===== src/hbc_map.svh =====
// Register offsets, field positions, reset values and timing figures of the brake control.
// Assumes a 125 MHz clock and an 8-bit byte address on the register port.
// What this block does
// - After enable, release brake 1 with first motion command; hold until engage event.
// - Engage on power lock, emergency braking, enable off, or end of quick stop.
// - Engage at end of command codes 1,2,3,5,6,11; homing only if method not 5.
// - Selection 1 is brake 1, 2 is brake 2, 4 is both brakes.
// - Override keeps brakes released and reports override on its own signal.
// - With safety module, brake 1 override under safe torque off needs stop-1 permission.
// - Brake 2 is never released by override while safe torque off is active.
// - Detect short circuit, cable break, undervoltage; each check enabled separately.
// - Check brake 1 terminal connection for plausibility and flag a mismatch.
// - Coupling off: brake 2 releases when safe torque off ends, ignoring enable.
// - Coupling on: brake 2 releases with first command, engages like brake 1 plus STO.
// - Bedding moves only in permitted direction; positive first when both are allowed.
// - Bedding engages interval count per direction, repeated for cycle count.
// - Bedding status reports progress in element 1 and result in element 2.
// - Two-brake mode: brake 1 for short stops, brake 2 on long stop or faults.
// - Brakes count as open or closed only after release or engaging time.
// - Brake control can be switched from internal to external commands.
// - Two-brake mode: leaving standstill after brake 1 engaged closes brake 2 at once.
// - Two-brake mode: on fault or emergency braking the two brakes engage at different times.
`ifndef HBC_MAP_SVH
`define HBC_MAP_SVH

`define HBC_REG_CTRL 8'h00
`define HBC_REG_TIMES 8'h04
`define HBC_REG_BED 8'h08
`define HBC_REG_EXT 8'h0c
`define HBC_REG_STATUS 8'h10
`define HBC_REG_FAULT 8'h14
`define HBC_REG_BEDSTAT 8'h18

`define HBC_CTRL_FUNC 0
`define HBC_CTRL_OVR 1
`define HBC_CTRL_EXT 2
`define HBC_CTRL_SAFETY 3
`define HBC_CTRL_SS1 4
`define HBC_CTRL_COUPLE 5
`define HBC_CTRL_BED_GO 6
`define HBC_CTRL_STO_ENG1 7
`define HBC_CTRL_SEL 10:8
`define HBC_CTRL_MON 14:12
`define HBC_CTRL_HOMING 23:16
`define HBC_CTRL_DIR 25:24

`define HBC_CTRL_RESET 32'h0000_0000
`define HBC_TIMES_RESET 32'h0100_0100
`define HBC_BED_RESET 32'h0000_0101

`define HBC_SEL_B1 3'h1
`define HBC_SEL_B2 3'h2
`define HBC_SEL_BOTH 3'h4
`define HBC_DIR_POS 2'h1
`define HBC_DIR_NEG 2'h2
`define HBC_DIR_BOTH 2'h3
`define HBC_HOME_DEFINE 8'h05
`define HBC_DRIVE_READY 8'h02

`define HBC_RES_NONE 2'h0
`define HBC_RES_BUSY 2'h1
`define HBC_RES_OK 2'h2
`define HBC_RES_ABORT 2'h3

`define HBC_CLK_NS 8
`define HBC_STAGGER_NS 200000
`define HBC_LONG_STOP_NS 2000000

`endif


===== src/hbc_pkg.sv =====
// Types shared by the brake control modules.
// Assumes nothing beyond a SystemVerilog compiler.
package hbc_pkg;

    // Drive events that can engage or release the brakes.
    typedef struct packed {
        logic enable;
        logic lock;
        logic ebrake;
        logic qs_done;
        logic sto;
        logic standstill_lost;
    } hbc_event_t;

    // Motion command start and end, with the command code.
    typedef struct packed {
        logic start;
        logic done;
        logic [7:0] code;
    } hbc_motion_t;

    // Wiring monitor inputs of one brake output.
    typedef struct packed {
        logic short_ckt;
        logic open_ckt;
        logic undervolt;
    } hbc_monitor_t;

    // Motion request made while bedding in brake 2.
    typedef struct packed {
        logic move;
        logic dir_neg;
    } hbc_bed_t;

    typedef enum logic [1:0] {
        BED_IDLE,
        BED_OPEN,
        BED_CLOSE
    } hbc_bed_state_t;

endpackage


===== src/hbc_top.sv =====
// Holding brake control: brake commands, override, wiring faults and bedding of brake 2.
// Assumes synchronous inputs, one-cycle start, done and quick stop end pulses.
`timescale 1ns/1ps
`include "hbc_map.svh"
module hbc_top import hbc_pkg::*; #(
    parameter int STAGGER_CYC = (`HBC_STAGGER_NS + `HBC_CLK_NS - 1) / `HBC_CLK_NS,
    parameter int LONG_STOP_CYC = (`HBC_LONG_STOP_NS + `HBC_CLK_NS - 1) / `HBC_CLK_NS
) (
    input wire logic clk_i,                 // System clock.
    input wire logic rst_n_i,               // Asynchronous reset, active low.
    input wire logic [7:0] addr_i,          // Register byte address.
    input wire logic [31:0] wdata_i,        // Write data.
    input wire logic wr_i,                  // Write strobe.
    input wire logic rd_i,                  // Read strobe.
    output logic [31:0] rdata_o,            // Read data, cycle after rd_i.
    input wire hbc_event_t ev_i,            // Drive events.
    input wire hbc_motion_t mc_i,           // Motion command start and end.
    input wire logic [7:0] drive_state_i,   // Drive state code.
    input wire hbc_monitor_t mon1_i,        // Brake 1 output monitor.
    input wire hbc_monitor_t mon2_i,        // Brake 2 output monitor.
    input wire logic conn_mismatch_i,       // Brake 1 terminal inconsistent.
    output logic brake1_release_o,          // Brake 1 released when high.
    output logic brake2_release_o,          // Brake 2 released when high.
    output logic release_override_signal_o, // Override in force.
    output hbc_bed_t bed_o                  // Bedding motion request.
);
    logic [31:0] ctrl, times, bed_cfg, ext;
    logic [31:0] next_ctrl, next_times, next_bed_cfg, next_ext, next_rdata;
    logic bed_go;
    logic [6:0] fault_clr;
    logic rel1, rel2, out1, out2, pend;
    logic next_rel1, next_rel2, next_out1, next_out2, next_pend;
    logic [19:0] stag, stop_cnt, next_stag, next_stop;
    logic [6:0] flags, next_flags;
    hbc_bed_state_t bst, next_bst;
    logic [7:0] ivl, cyc, next_ivl, next_cyc;
    logic phase, next_phase;
    logic [15:0] prog, next_prog;
    logic [1:0] res, next_res;
    logic t1_done, t2_done;

    // Command codes whose end engages the brake; homing that only defines home keeps it open.
    function automatic logic end_engages(input logic [7:0] code, input logic [7:0] homing);
        case (code)
            8'h01, 8'h02, 8'h03, 8'h05, 8'h0b: end_engages = 1'b1;
            8'h06: end_engages = (homing != `HBC_HOME_DEFINE);
            default: end_engages = 1'b0;
        endcase
    endfunction

    wire fn_on = ctrl[`HBC_CTRL_FUNC];
    wire ovr = ctrl[`HBC_CTRL_OVR];
    wire ext_mode = ctrl[`HBC_CTRL_EXT];
    wire safety = ctrl[`HBC_CTRL_SAFETY];
    wire couple = ctrl[`HBC_CTRL_COUPLE];
    wire [2:0] sel = ctrl[`HBC_CTRL_SEL];
    wire [2:0] mon_en = ctrl[`HBC_CTRL_MON];
    wire [1:0] dir = ctrl[`HBC_CTRL_DIR];
    wire two = (sel == `HBC_SEL_BOTH);
    wire sel1 = (sel == `HBC_SEL_B1) || two;
    wire sel2 = safety && ((sel == `HBC_SEL_B2) || two);
    wire norm = fn_on && !ovr && !ext_mode && (bst == BED_IDLE);
    wire open1 = out1 && t1_done;
    wire open2 = out2 && t2_done;
    wire closed1 = !out1 && t1_done;
    wire closed2 = !out2 && t2_done;

    // Register writes; the bedding start bit is a pulse and is not stored.
    always_comb begin
        next_ctrl = ctrl;
        next_times = times;
        next_bed_cfg = bed_cfg;
        next_ext = ext;
        bed_go = 1'b0;
        fault_clr = 7'h00;
        if (wr_i) begin
            case (addr_i)
                `HBC_REG_CTRL: begin
                    next_ctrl = wdata_i & ~(32'h1 << `HBC_CTRL_BED_GO);
                    bed_go = wdata_i[`HBC_CTRL_BED_GO];
                end
                `HBC_REG_TIMES: next_times = wdata_i;
                `HBC_REG_BED: next_bed_cfg = {16'h0000, wdata_i[15:0]};
                `HBC_REG_EXT: next_ext = {30'h0, wdata_i[1:0]};
                `HBC_REG_FAULT: fault_clr = wdata_i[6:0];
                default: ;
            endcase
        end
        next_rdata = 32'h0000_0000;
        if (rd_i) begin
            case (addr_i)
                `HBC_REG_CTRL: next_rdata = ctrl;
                `HBC_REG_TIMES: next_rdata = times;
                `HBC_REG_BED: next_rdata = bed_cfg;
                `HBC_REG_EXT: next_rdata = ext;
                `HBC_REG_STATUS: next_rdata = {25'h0, release_override_signal_o, closed2, open2,
                                               closed1, open1, out2, out1};
                `HBC_REG_FAULT: next_rdata = {25'h0, flags};
                `HBC_REG_BEDSTAT: next_rdata = {14'h0, res, prog};
                default: next_rdata = 32'h0000_0000;
            endcase
        end
    end

    // Register file and read data.
    always_ff @(posedge clk_i or negedge rst_n_i) begin
        if (!rst_n_i) begin
            ctrl <= `HBC_CTRL_RESET;
            times <= `HBC_TIMES_RESET;
            bed_cfg <= `HBC_BED_RESET;
            ext <= 32'h0000_0000;
            rdata_o <= 32'h0000_0000;
        end else begin
            ctrl <= next_ctrl;
            times <= next_times;
            bed_cfg <= next_bed_cfg;
            ext <= next_ext;
            rdata_o <= next_rdata;
        end
    end

    wire common_eng = !ev_i.enable || ev_i.lock || ev_i.ebrake || ev_i.qs_done;
    wire end_eng = mc_i.done && end_engages(mc_i.code, ctrl[`HBC_CTRL_HOMING]);
    wire eng1 = common_eng || end_eng || (ev_i.sto && ctrl[`HBC_CTRL_STO_ENG1]);
    wire long_stop = (stop_cnt == 20'(LONG_STOP_CYC - 1));
    // Brake 2 closing without delay; in two-brake mode short stops leave it open.
    wire b2_now = ev_i.sto || (two ? (ev_i.standstill_lost || !ev_i.enable || ev_i.qs_done ||
                  long_stop) : (common_eng || end_eng));
    wire b2_stagger = two && (ev_i.lock || ev_i.ebrake) && rel2;
    wire ovr1 = !(ev_i.sto && safety && !ctrl[`HBC_CTRL_SS1]);

    // Brake decisions. Engage terms are tested first so a coinciding command never reopens brake 1; brake 2 can reopen on lock or ebrake in two-brake mode.
    always_comb begin
        next_rel1 = rel1;
        next_rel2 = rel2;
        next_pend = pend;
        next_stag = stag;
        next_stop = 20'h0;
        if (eng1 || !sel1) begin
            next_rel1 = 1'b0;
        end else if (ev_i.enable && mc_i.start) begin
            next_rel1 = 1'b1;
        end
        if (two && rel2 && !rel1 && ev_i.enable && !long_stop) begin
            next_stop = stop_cnt + 20'h1;
        end
        if (!sel2) begin
            next_rel2 = 1'b0;
            next_pend = 1'b0;
        end else if (!couple) begin
            next_rel2 = !ev_i.sto;
            next_pend = 1'b0;
        end else if (b2_now) begin
            next_rel2 = 1'b0;
            next_pend = 1'b0;
        end else if (pend) begin
            if (stag == 20'h0) begin
                next_rel2 = 1'b0;
                next_pend = 1'b0;
            end else begin
                next_stag = stag - 20'h1;
            end
        end else if (b2_stagger) begin
            next_pend = 1'b1;
            next_stag = 20'(STAGGER_CYC - 1);
        end else if (ev_i.enable && mc_i.start) begin
            next_rel2 = 1'b1;
        end
        // Output source: function off, external, bedding, override, then automatic.
        if (!fn_on) begin
            next_out1 = 1'b0;
            next_out2 = 1'b0;
        end else if (ext_mode) begin
            next_out1 = ext[0];
            next_out2 = ext[1];
        end else if (bst != BED_IDLE) begin
            next_out1 = 1'b1;
            next_out2 = (bst == BED_OPEN);
        end else if (ovr) begin
            next_out1 = ovr1;
            next_out2 = 1'b1;
        end else begin
            next_out1 = next_rel1;
            next_out2 = next_rel2;
        end
        // Brake 2 belongs to the safety module while torque is off, whatever the source.
        next_out1 = next_out1 && sel1;
        next_out2 = next_out2 && sel2 && !ev_i.sto;
    end

    // Brake state registers.
    always_ff @(posedge clk_i or negedge rst_n_i) begin
        if (!rst_n_i) begin
            rel1 <= 1'b0;
            rel2 <= 1'b0;
            out1 <= 1'b0;
            out2 <= 1'b0;
            pend <= 1'b0;
            stag <= 20'h0;
            stop_cnt <= 20'h0;
        end else begin
            rel1 <= next_rel1;
            rel2 <= next_rel2;
            out1 <= next_out1;
            out2 <= next_out2;
            pend <= next_pend;
            stag <= next_stag;
            stop_cnt <= next_stop;
        end
    end

    assign brake1_release_o = out1;
    assign brake2_release_o = out2;
    assign release_override_signal_o = fn_on && ovr && !ext_mode;

    // Settle timers; a brake counts as open or closed only once its time has run.
    hbc_settle_timer #(.TW(16)) u_t1 (
        .clk_i(clk_i),
        .rst_n_i(rst_n_i),
        .load_i(next_out1 != out1),
        .len_i(next_out1 ? times[15:0] : times[31:16]),
        .done_o(t1_done)
    );
    hbc_settle_timer #(.TW(16)) u_t2 (
        .clk_i(clk_i),
        .rst_n_i(rst_n_i),
        .load_i(next_out2 != out2),
        .len_i(next_out2 ? times[15:0] : times[31:16]),
        .done_o(t2_done)
    );

    // Wiring faults stick until acknowledged; a new fault in the clear cycle survives.
    always_comb begin
        next_flags = (flags & ~fault_clr) | {conn_mismatch_i && sel1,
                     {mon2_i.short_ckt, mon2_i.open_ckt, mon2_i.undervolt} & mon_en & {3{sel2}},
                     {mon1_i.short_ckt, mon1_i.open_ckt, mon1_i.undervolt} & mon_en & {3{sel1}}};
    end

    // Fault flag register.
    always_ff @(posedge clk_i or negedge rst_n_i) begin
        if (!rst_n_i) begin
            flags <= 7'h00;
        end else begin
            flags <= next_flags;
        end
    end

    wire both_dir = (dir == `HBC_DIR_BOTH);
    wire cur_neg = (dir == `HBC_DIR_NEG) || (both_dir && phase);
    wire bed_abort = ev_i.sto || ev_i.lock || ev_i.ebrake || !sel2 || !fn_on;
    wire bed_ok = bed_go && (drive_state_i == `HBC_DRIVE_READY) && sel2 && fn_on;

    // Bedding sequence: release, then engage while moving, per interval, direction, cycle.
    always_comb begin
        next_bst = bst;
        next_ivl = ivl;
        next_cyc = cyc;
        next_phase = phase;
        next_prog = prog;
        next_res = res;
        case (bst)
            BED_IDLE: begin
                if (bed_ok) begin
                    next_bst = BED_OPEN;
                    next_ivl = 8'h00;
                    next_cyc = 8'h00;
                    next_phase = 1'b0;
                    next_prog = 16'h0000;
                    next_res = `HBC_RES_BUSY;
                end
            end
            BED_OPEN: begin
                if (open2) begin
                    next_bst = BED_CLOSE;
                end
            end
            BED_CLOSE: begin
                if (closed2) begin
                    next_bst = BED_OPEN;
                    next_prog = prog + 16'h1;
                    next_ivl = ivl + 8'h1;
                    if (ivl + 8'h1 >= bed_cfg[7:0]) begin
                        next_ivl = 8'h00;
                        if (both_dir && !phase) begin
                            next_phase = 1'b1;
                        end else begin
                            next_phase = 1'b0;
                            next_cyc = cyc + 8'h1;
                            if (cyc + 8'h1 >= bed_cfg[15:8]) begin
                                next_bst = BED_IDLE;
                                next_res = `HBC_RES_OK;
                            end
                        end
                    end
                end
            end
            default: next_bst = BED_IDLE;
        endcase
        if (bst != BED_IDLE && bed_abort) begin
            next_bst = BED_IDLE;
            next_res = `HBC_RES_ABORT;
        end
    end

    // Bedding registers.
    always_ff @(posedge clk_i or negedge rst_n_i) begin
        if (!rst_n_i) begin
            bst <= BED_IDLE;
            ivl <= 8'h00;
            cyc <= 8'h00;
            phase <= 1'b0;
            prog <= 16'h0000;
            res <= `HBC_RES_NONE;
        end else begin
            bst <= next_bst;
            ivl <= next_ivl;
            cyc <= next_cyc;
            phase <= next_phase;
            prog <= next_prog;
            res <= next_res;
        end
    end

    assign bed_o.move = (bst != BED_IDLE);
    assign bed_o.dir_neg = (bst != BED_IDLE) && cur_neg;
endmodule


===== src/hbc_settle_timer.sv =====
// Down counter that marks a brake as settled after its release or engaging time.
// Assumes the load pulse arrives when the brake command changes.
`timescale 1ns/1ps
module hbc_settle_timer import hbc_pkg::*; #(
    parameter int TW = 16
) (
    input wire logic clk_i,            // System clock.
    input wire logic rst_n_i,          // Asynchronous reset, active low.
    input wire logic load_i,           // Restart the wait.
    input wire logic [TW-1:0] len_i,   // Wait length in cycles.
    output logic done_o                // Wait has elapsed.
);
    logic [TW-1:0] cnt;
    logic [TW-1:0] next_cnt;

    // A reload during a running wait restarts it, so a quick toggle is never reported settled.
    always_comb begin
        next_cnt = cnt;
        if (load_i) begin
            next_cnt = len_i;
        end else if (cnt != '0) begin
            next_cnt = cnt - 1'b1;
        end
    end

    // Counter register.
    always_ff @(posedge clk_i or negedge rst_n_i) begin
        if (!rst_n_i) begin
            cnt <= '0;
        end else begin
            cnt <= next_cnt;
        end
    end

    assign done_o = (cnt == '0) && !load_i;
endmodule


===== config.mk =====
export PLATFORM = sky130hd
export DESIGN_NAME = hbc_top
export DESIGN_NICKNAME = d
export VERILOG_FILES = /design/src/hbc_pkg.sv /design/src/hbc_top.sv /design/src/hbc_settle_timer.sv
export VERILOG_INCLUDE_DIRS = /design/src
export SDC_FILE = /design/constraint.sdc
export NUM_CORES = 1
export LEC_CHECK = 0
export BUFFER_PORTS_ARGS = -buffer_cell sky130_fd_sc_hd__buf_2
export CAP_MARGIN = 10
export CORE_MARGIN = 2
export CORE_UTILIZATION = 50
export DETAILED_ROUTE_END_ITERATION = 10
export GPL_ROUTABILITY_DRIVEN = 1
export PLACE_DENSITY_LB_ADDON = 0.12
export SETUP_SLACK_MARGIN = 0.05
export SYNTH_ARGS = -nofsm -noshare
export SYNTH_HDL_FRONTEND = slang
export SYNTH_SLANG_ARGS = --single-unit

===== constraint.sdc =====
create_clock -name clk_i -period 3.8 [get_ports clk_i]
set_input_delay 0.57 -clock clk_i [delete_from_list [all_inputs] [get_ports clk_i]]
set_output_delay 0.57 -clock clk_i [all_outputs]
set_load 0.03 [all_outputs]

Word level (Yosys, flattened, before mapping)
Index checks and enable logic that the tools add are counted.
{"block": "word_totals", "reg_bits": 234, "in_bits": 75, "elab_cells": 232, "output_inout_bits": 37}
{"block": "classes", "n_eq_ne": 35, "muxes": 71, "bitwise": 8, "n_addsub": 7, "n_lt_le_gt_ge": 2, "n_reduce_logical": 88}
{"cell": "$pmux W32 S7", "n": 1}
{"cell": "$mux W16", "n": 8}
{"cell": "$mux W20", "n": 4}
{"cell": "$mux W8", "n": 6}
{"cell": "$mux W1", "n": 33}
{"cell": "$logic_not A16 Y1", "n": 2}
{"cell": "$mux W32", "n": 1}
{"cell": "$pmux W16 S2", "n": 1}
{"cell": "$pmux W8 S2", "n": 2}
{"cell": "$reduce_bool A16 Y1", "n": 2}
{"cell": "$sub A16 B1 Y16 const B", "n": 2}
{"cell": "$logic_and A1 B1 Y1", "n": 31}
{"cell": "$eq A8 B2 Y1 const B", "n": 3}
{"cell": "$eq A8 B3 Y1 const B", "n": 3}
{"cell": "$eq A8 B4 Y1 const B", "n": 3}
{"cell": "$eq A8 B5 Y1 const B", "n": 3}
{"cell": "$add A20 B1 Y20 const B", "n": 1}
{"cell": "$eq A20 B18 Y1 const B", "n": 1}
{"cell": "$logic_not A20 Y1", "n": 1}
{"cell": "$sub A20 B1 Y20 const B", "n": 1}
{"cell": "$logic_or A1 B1 Y1", "n": 18}
{"cell": "$mux W2", "n": 9}
{"cell": "$add A16 B1 Y16 const B", "n": 1}
{"cell": "$add A8 B1 Y8 const B", "n": 2}
{"cell": "other kinds (32)", "n": 72}

Logic depth before layout (Yosys ltp)
{"block": "depth", "depth_word": 23, "depth_mapped": 12, "mapped_depth_nobuf": 12}

Hierarchy
From an unflattened synthesis, not the netlist that was laid out.
{"block": "unflattened", "hier_cells": 1163, "area_unflattened_um2": 12177.9}
{"module": "hbc_top", "seq_area_each_um2": 5059.9, "cells_per_inst": 949, "instances": 1, "area_per_inst_um2": 10273.6}
{"module": "hbc_settle_timer", "seq_area_each_um2": 400.4, "cells_per_inst": 107, "instances": 2, "area_per_inst_um2": 952.2}

Worst setup path after synthesis
Ideal clock, no wire load.
{"block": "synth_path", "path_type": "register to register", "startpoint": "register stag[0]", "endpoint": "register u_t2.cnt[5]", "period_less_slack_ns": 2.841, "setup_time_ns": 0.146, "path_slack_ns": 0.959, "t_required_ns": 3.654, "arrival_ns": 2.695, "path_buffers": 3, "stages_incl_launch_ff": 12, "cell_sequence": "dfrtp_1 inv_1 ha_1 or4b_4 or4_1 buf_2 or3_1 a31o_2 buf_6 buf_6 mux2i_1 mux2i_1"}
{"block": "synth_via", "elab_chain_len": 14, "elab_cells_between_ends": 16, "classes_between": "eq/ne (1); mux (11); reduce/logical (4)"}
{"element": "start: declaration", "line": "hbc_top.sv:33", "source": "logic [19:0] stag, stop_cnt, next_stag, next_stop;"}
{"element": "start signal: assignment", "line": "hbc_top.sv:207", "source": "stag <= next_stag;"}
{"element": "$logic_not A20 Y1 (*)", "line": "hbc_top.sv:157", "source": "if (stag == 20'h0) begin"}
{"element": "$mux W1 (*)", "line": "hbc_top.sv:157"}
{"element": "$mux W1 (*)", "line": "hbc_top.sv:156", "source": "end else if (pend) begin"}
{"element": "$mux W1 (*)", "line": "hbc_top.sv:153", "source": "end else if (b2_now) begin"}
{"element": "$mux W1 (*)", "line": "hbc_top.sv:150", "source": "end else if (!couple) begin"}
{"element": "$mux W1 (*)", "line": "hbc_top.sv:147", "source": "if (!sel2) begin"}
{"element": "$mux W1 (*)", "line": "hbc_top.sv:179", "source": "end else if (ovr) begin"}
{"element": "$mux W1 (*)", "line": "hbc_top.sv:176", "source": "end else if (bst != BED_IDLE) begin"}
{"element": "$mux W1 (*)", "line": "hbc_top.sv:173", "source": "end else if (ext_mode) begin"}
{"element": "$mux W1 (*)", "line": "hbc_top.sv:170", "source": "if (!fn_on) begin"}
{"element": "$logic_and A1 B1 Y1 (*) (2 in series)", "line": "hbc_top.sv:188", "source": "next_out2 = next_out2 && sel2 && !ev_i.sto;"}
{"element": "$mux W16 or $ne A1 B1 Y1 (tied branches)", "line": "hbc_top.sv:228, hbc_top.sv:227"}
{"element": "$mux W16 or $reduce_bool A2 Y1 (tied branches)"}
{"element": "end signal: assignment", "line": "hbc_settle_timer.sv:31", "source": "cnt <= next_cnt;"}
{"element": "end: declaration", "line": "hbc_settle_timer.sv:13", "source": "logic [TW-1:0] cnt;"}
Mark *: on every way between the ends. The rest lies on a longest branch, timed or not.
A chain may end at the register's enable or synchronous reset.

Worst setup path after layout
{"block": "layout_path", "startpoint": "register bst[1]", "endpoint": "register u_t2.cnt[13]"}
{"block": "layout_via", "elab_chain_len": 8, "elab_cells_between_ends": 11, "classes_between": "eq/ne (2); mux (5); reduce/logical (4)"}
{"element": "start: declaration", "line": "hbc_top.sv:35", "source": "hbc_bed_state_t bst, next_bst;"}
{"element": "start signal: assignment", "line": "hbc_top.sv:315", "source": "bst <= next_bst;"}
{"element": "$eq A2 B1 Y1 or $reduce_bool A2 Y1 (tied branches)", "line": "hbc_top.sv:178, hbc_top.sv:176"}
{"element": "$mux W1 (*)", "line": "hbc_top.sv:176"}
{"element": "$mux W1 (*)", "line": "hbc_top.sv:173"}
{"element": "$mux W1 (*)", "line": "hbc_top.sv:170"}
{"element": "$logic_and A1 B1 Y1 (*) (2 in series)", "line": "hbc_top.sv:188"}
{"element": "$mux W16 or $ne A1 B1 Y1 (tied branches)", "line": "hbc_top.sv:228, hbc_top.sv:227"}
{"element": "$mux W16 or $reduce_bool A2 Y1 (tied branches)"}
Marks and branches as above.

==> results.sh <==
export IMPL_antenna_found_initial=1
export IMPL_ys_flop_type="dfrtp_1"
export IMPL_cts_tree="yes"
export IMPL_setup_violations_final=0
export IMPL_cts_sinks=234
export IMPL_grt_pass1_wl_um=53600
export IMPL_timing_fmax_mhz=310
export IMPL_overflow=0
export IMPL_htreeDepth=1
export IMPL_syn_inst=1201
export IMPL_cts_resized=0
export IMPL_p_leak_nw=6.46
export IMPL_postSynthAreaPerCell_um2=10.3
export IMPL_crit_required_ns=4.18
export IMPL_cts_clk_slew_worst_paths_ns=0.06
export IMPL_wl_um=33700
export IMPL_synth_nets=1299
export IMPL_ys_ff_latch=234
export IMPL_root_buffer="clkbuf_16"
export IMPL_rsz0062_at_grt="false"
export IMPL_syn_area_um2=12400
export IMPL_crit_path_end_kind="flop"
export IMPL_cap_violations=0
export IMPL_initial_core_util_pct=51.0
export IMPL_cts_setup_buffers=0
export IMPL_antennaDiodeCount=0
export IMPL_synth_top_area_share_pct=46.3
export IMPL_track_usage_pct=26.2
export IMPL_hold_slack_ns=0.0815
export IMPL_grt_max_degree=96
export IMPL_first_pass_iters=6
export IMPL_io_pins=112
export IMPL_nets=1413
export IMPL_n_fill_cell=2163
export IMPL_vias=9733
export IMPL_drtIter0Drc=851
export IMPL_ctsHoldBuffers=0
export IMPL_r2r_slack_ns=0.57
export IMPL_synth_seq_area_share_pct=47.2
export IMPL_finalInstanceArea_um2=14400
export IMPL_yosysTopAreaCell="dfrtp_1"
export IMPL_min_period_ns=3.23
export IMPL_skew_ns=0.0112
export IMPL_synth_edff_count=0
export IMPL_drc=0
export IMPL_critical_path_class="reg2reg"
export IMPL_portBuffers=111
export IMPL_yosysWarnings=0
export IMPL_fin_setup_tns_ns=0
export IMPL_crit_arrival_ns=3.61
export IMPL_cts_made_buffers=27
export IMPL_num_rows=57
export IMPL_dp_cells=1610
export IMPL_tightestPinTransition_ns=0.856
export IMPL_routedWlPerCell_um=20.3
export IMPL_dp_slack_ns=0.646
export IMPL_dieHeight_um=162
export IMPL_synth_area_leaders="dfrtp_1, mux2i_1, mux2_2"
export IMPL_clock_path_buffers=3
export IMPL_power_density_nw_per_um2=468
export IMPL_hold_path_class="in2async"
export IMPL_slew_headroom_pct=42.4
export IMPL_hpwl_um=24500
export IMPL_r2r_end="u_t2.cnt[13]"
export IMPL_antenna_left=0
export IMPL_reg2reg_depth=7
export IMPL_place_area_um2=13400
export IMPL_r2r_start="bst[1]"
export IMPL_area_growth_syn_to_layout_pct=16.0
export IMPL_die_x_um=162
export IMPL_vias_per_cell=5.87
export IMPL_synth_cell_types=76
export IMPL_core_area_um2=24400
export IMPL_report_final_hold_viol_count=0
export IMPL_grt_pass1_vias=9484
export IMPL_clock_latency_ns=0.53
export IMPL_place_gp_congestion=0.917
export IMPL_slowest_delay_ns=0.68
export IMPL_critPathSlowestCell="a2111oi_0"
export IMPL_min_period_over_period_pct=84.9
export IMPL_setup_ws_ns=0.575
export IMPL_design_die_area_um2=26100
export IMPL_cp_max_fo=21
export IMPL_finalMaxSlewViolations=0
export IMPL_synth_async_reset_ratio_pct=100
export IMPL_status="completed"
export IMPL_critical_path_cell_chain="or2_2, a2111oi_0, and3_1, a31o_2, buf_4, mux2i_1, mux2i_1"
export IMPL_crit_top_cell="mux2i_1"
export IMPL_instances_no_fill=1657
export IMPL_cp_start_kind="flop"
export IMPL_drive_gt1_share_pct=22.4
export IMPL_ir_drop_mv=0.381
-- area by class of cell --
type / count / area, um^2 / area share (%)
Inverter: 36 / 135 / 0.937
Multi-Input combinational cell: 874 / 6190 / 42.9
Timing Repair Buffer: 142 / 848 / 5.88
Tap cell: 324 / 405 / 2.81
Clock inverter: 10 / 175 / 1.22
Sequential cell: 234 / 5860 / 40.7
Clock buffer: 37 / 803 / 5.57
-- report_power, final --
group / switching [mW] / internal, mW / leakage (nW) / total, mW
Combinational: 0.560 / 0.450 / 2.86 / 1.01
Clock: 1.02 / 1.80 / 0.489 / 2.82
Sequential: 0.213 / 2.71 / 3.11 / 2.92
Total: 1.79 / 4.96 / 6.46 / 6.75
-- synthesized netlist by cell type (all sizes together) (23+ instances only) --
cell	n
ha	23
inv	36
buf	23
dfrtp	230
o21ai	66
clkbuf	34
a21oi	35
mux2i	105
mux2	83
xor2	34
xnor2	28
nor2	117
nand2	96
a22oi	26
nand3	41
-- worst max-delay path, delay by kind of cell (launching register included) --
family          cells  cell delay [ns]
flops               1             0.48
compound gates      2             1.20
simple gates        2             0.59
buf+inv             1             0.44
mux                 2             0.35
-- layout by cell type, fill, tap and decap left out, types with 7 or more instances in the layout --
cell type,synthesis,final
o21ai_1,9,9
and3_1,17,17
or2_2,7,7
nor2_1,117,117
buf_4,1,27
ha_1,23,23
nand4_1,15,15
a21oi_1,35,35
xor2_1,34,34
dfrtp_1,230,230
o31ai_1,7,7
nand3_1,41,41
inv_1,36,36
buf_2,8,110
nor4_1,13,13
mux2i_1,105,105
mux2_2,83,83
nor3_1,15,15
nor2b_1,9,9
nand2_1,96,96
xnor2_1,28,28
a22oi_1,26,26
clkbuf_16,0,27
or3_1,14,14
nand2b_1,12,12
o21ai_0,57,57
clkbuf_8,0,9
-- metal layers --
layer  part of all wire (%)  vias up  GRT usage, %  wire, um
met2                     45      301          40.4     15100
met3                    6.6       74          4.70      2230
met5                  0.039        -             0        13
met1                     46     4780          38.0     15400
li1                       -     4576             -         -
met4                    3.1        2          8.25      1060
-- registers in the layout, summed over array words and instances (netlist names), 16 cells and up --
signal / count
stag: 20
u_t1.cnt: 16
times: 32
rdata_o: 32
stop_cnt: 20
prog: 16
u_t2.cnt: 16
bed_cfg: 16
ctrl: 31
-- through the flow --
stage          power [mW]  util [%]
6_report             6.75      59.1
5_1_grt              7.06      59.1
4_1_cts              6.80      59.1
3_5_place_dp         3.96      55.1
3_3_place_gp         3.92      55.1
2_1_floorplan        3.61         -
-- worst max-delay path by stage --
| stage | slack [ns] | from | to |
|---|---|---|---|
| after CTS | 0.62 | ctrl[2] | u_t2.cnt[13] |
| after global routing | 0.32 | bst[1] | u_t2.cnt[12] |
| after global placement | 0.66 | stag[0] | rdata_o[5] |
| final | 0.57 | bst[1] | u_t2.cnt[13] |
| after floorplan | 0.96 | stag[0] | u_t2.cnt[5] |
| after detailed placement | 0.65 | stag[0] | u_t2.cnt[13] |
-- logic make-up (layout without fill, tap and decap cells) --
kind of cell	Yosys count	in the layout	synth area share, %
XOR/XNOR	62	62	4.37
multiplexers	188	188	16.0
AO/OA/AOI/OAI	205	205	11.1
buffers and inverters	93	225	3.16
AND/OR/NAND/NOR	396	396	15.9
flip-flops	234	234	47.2
adder cells (fa/ha/maj)	23	23	2.32
No activity file was read; power rests on OpenSTA's default activity.
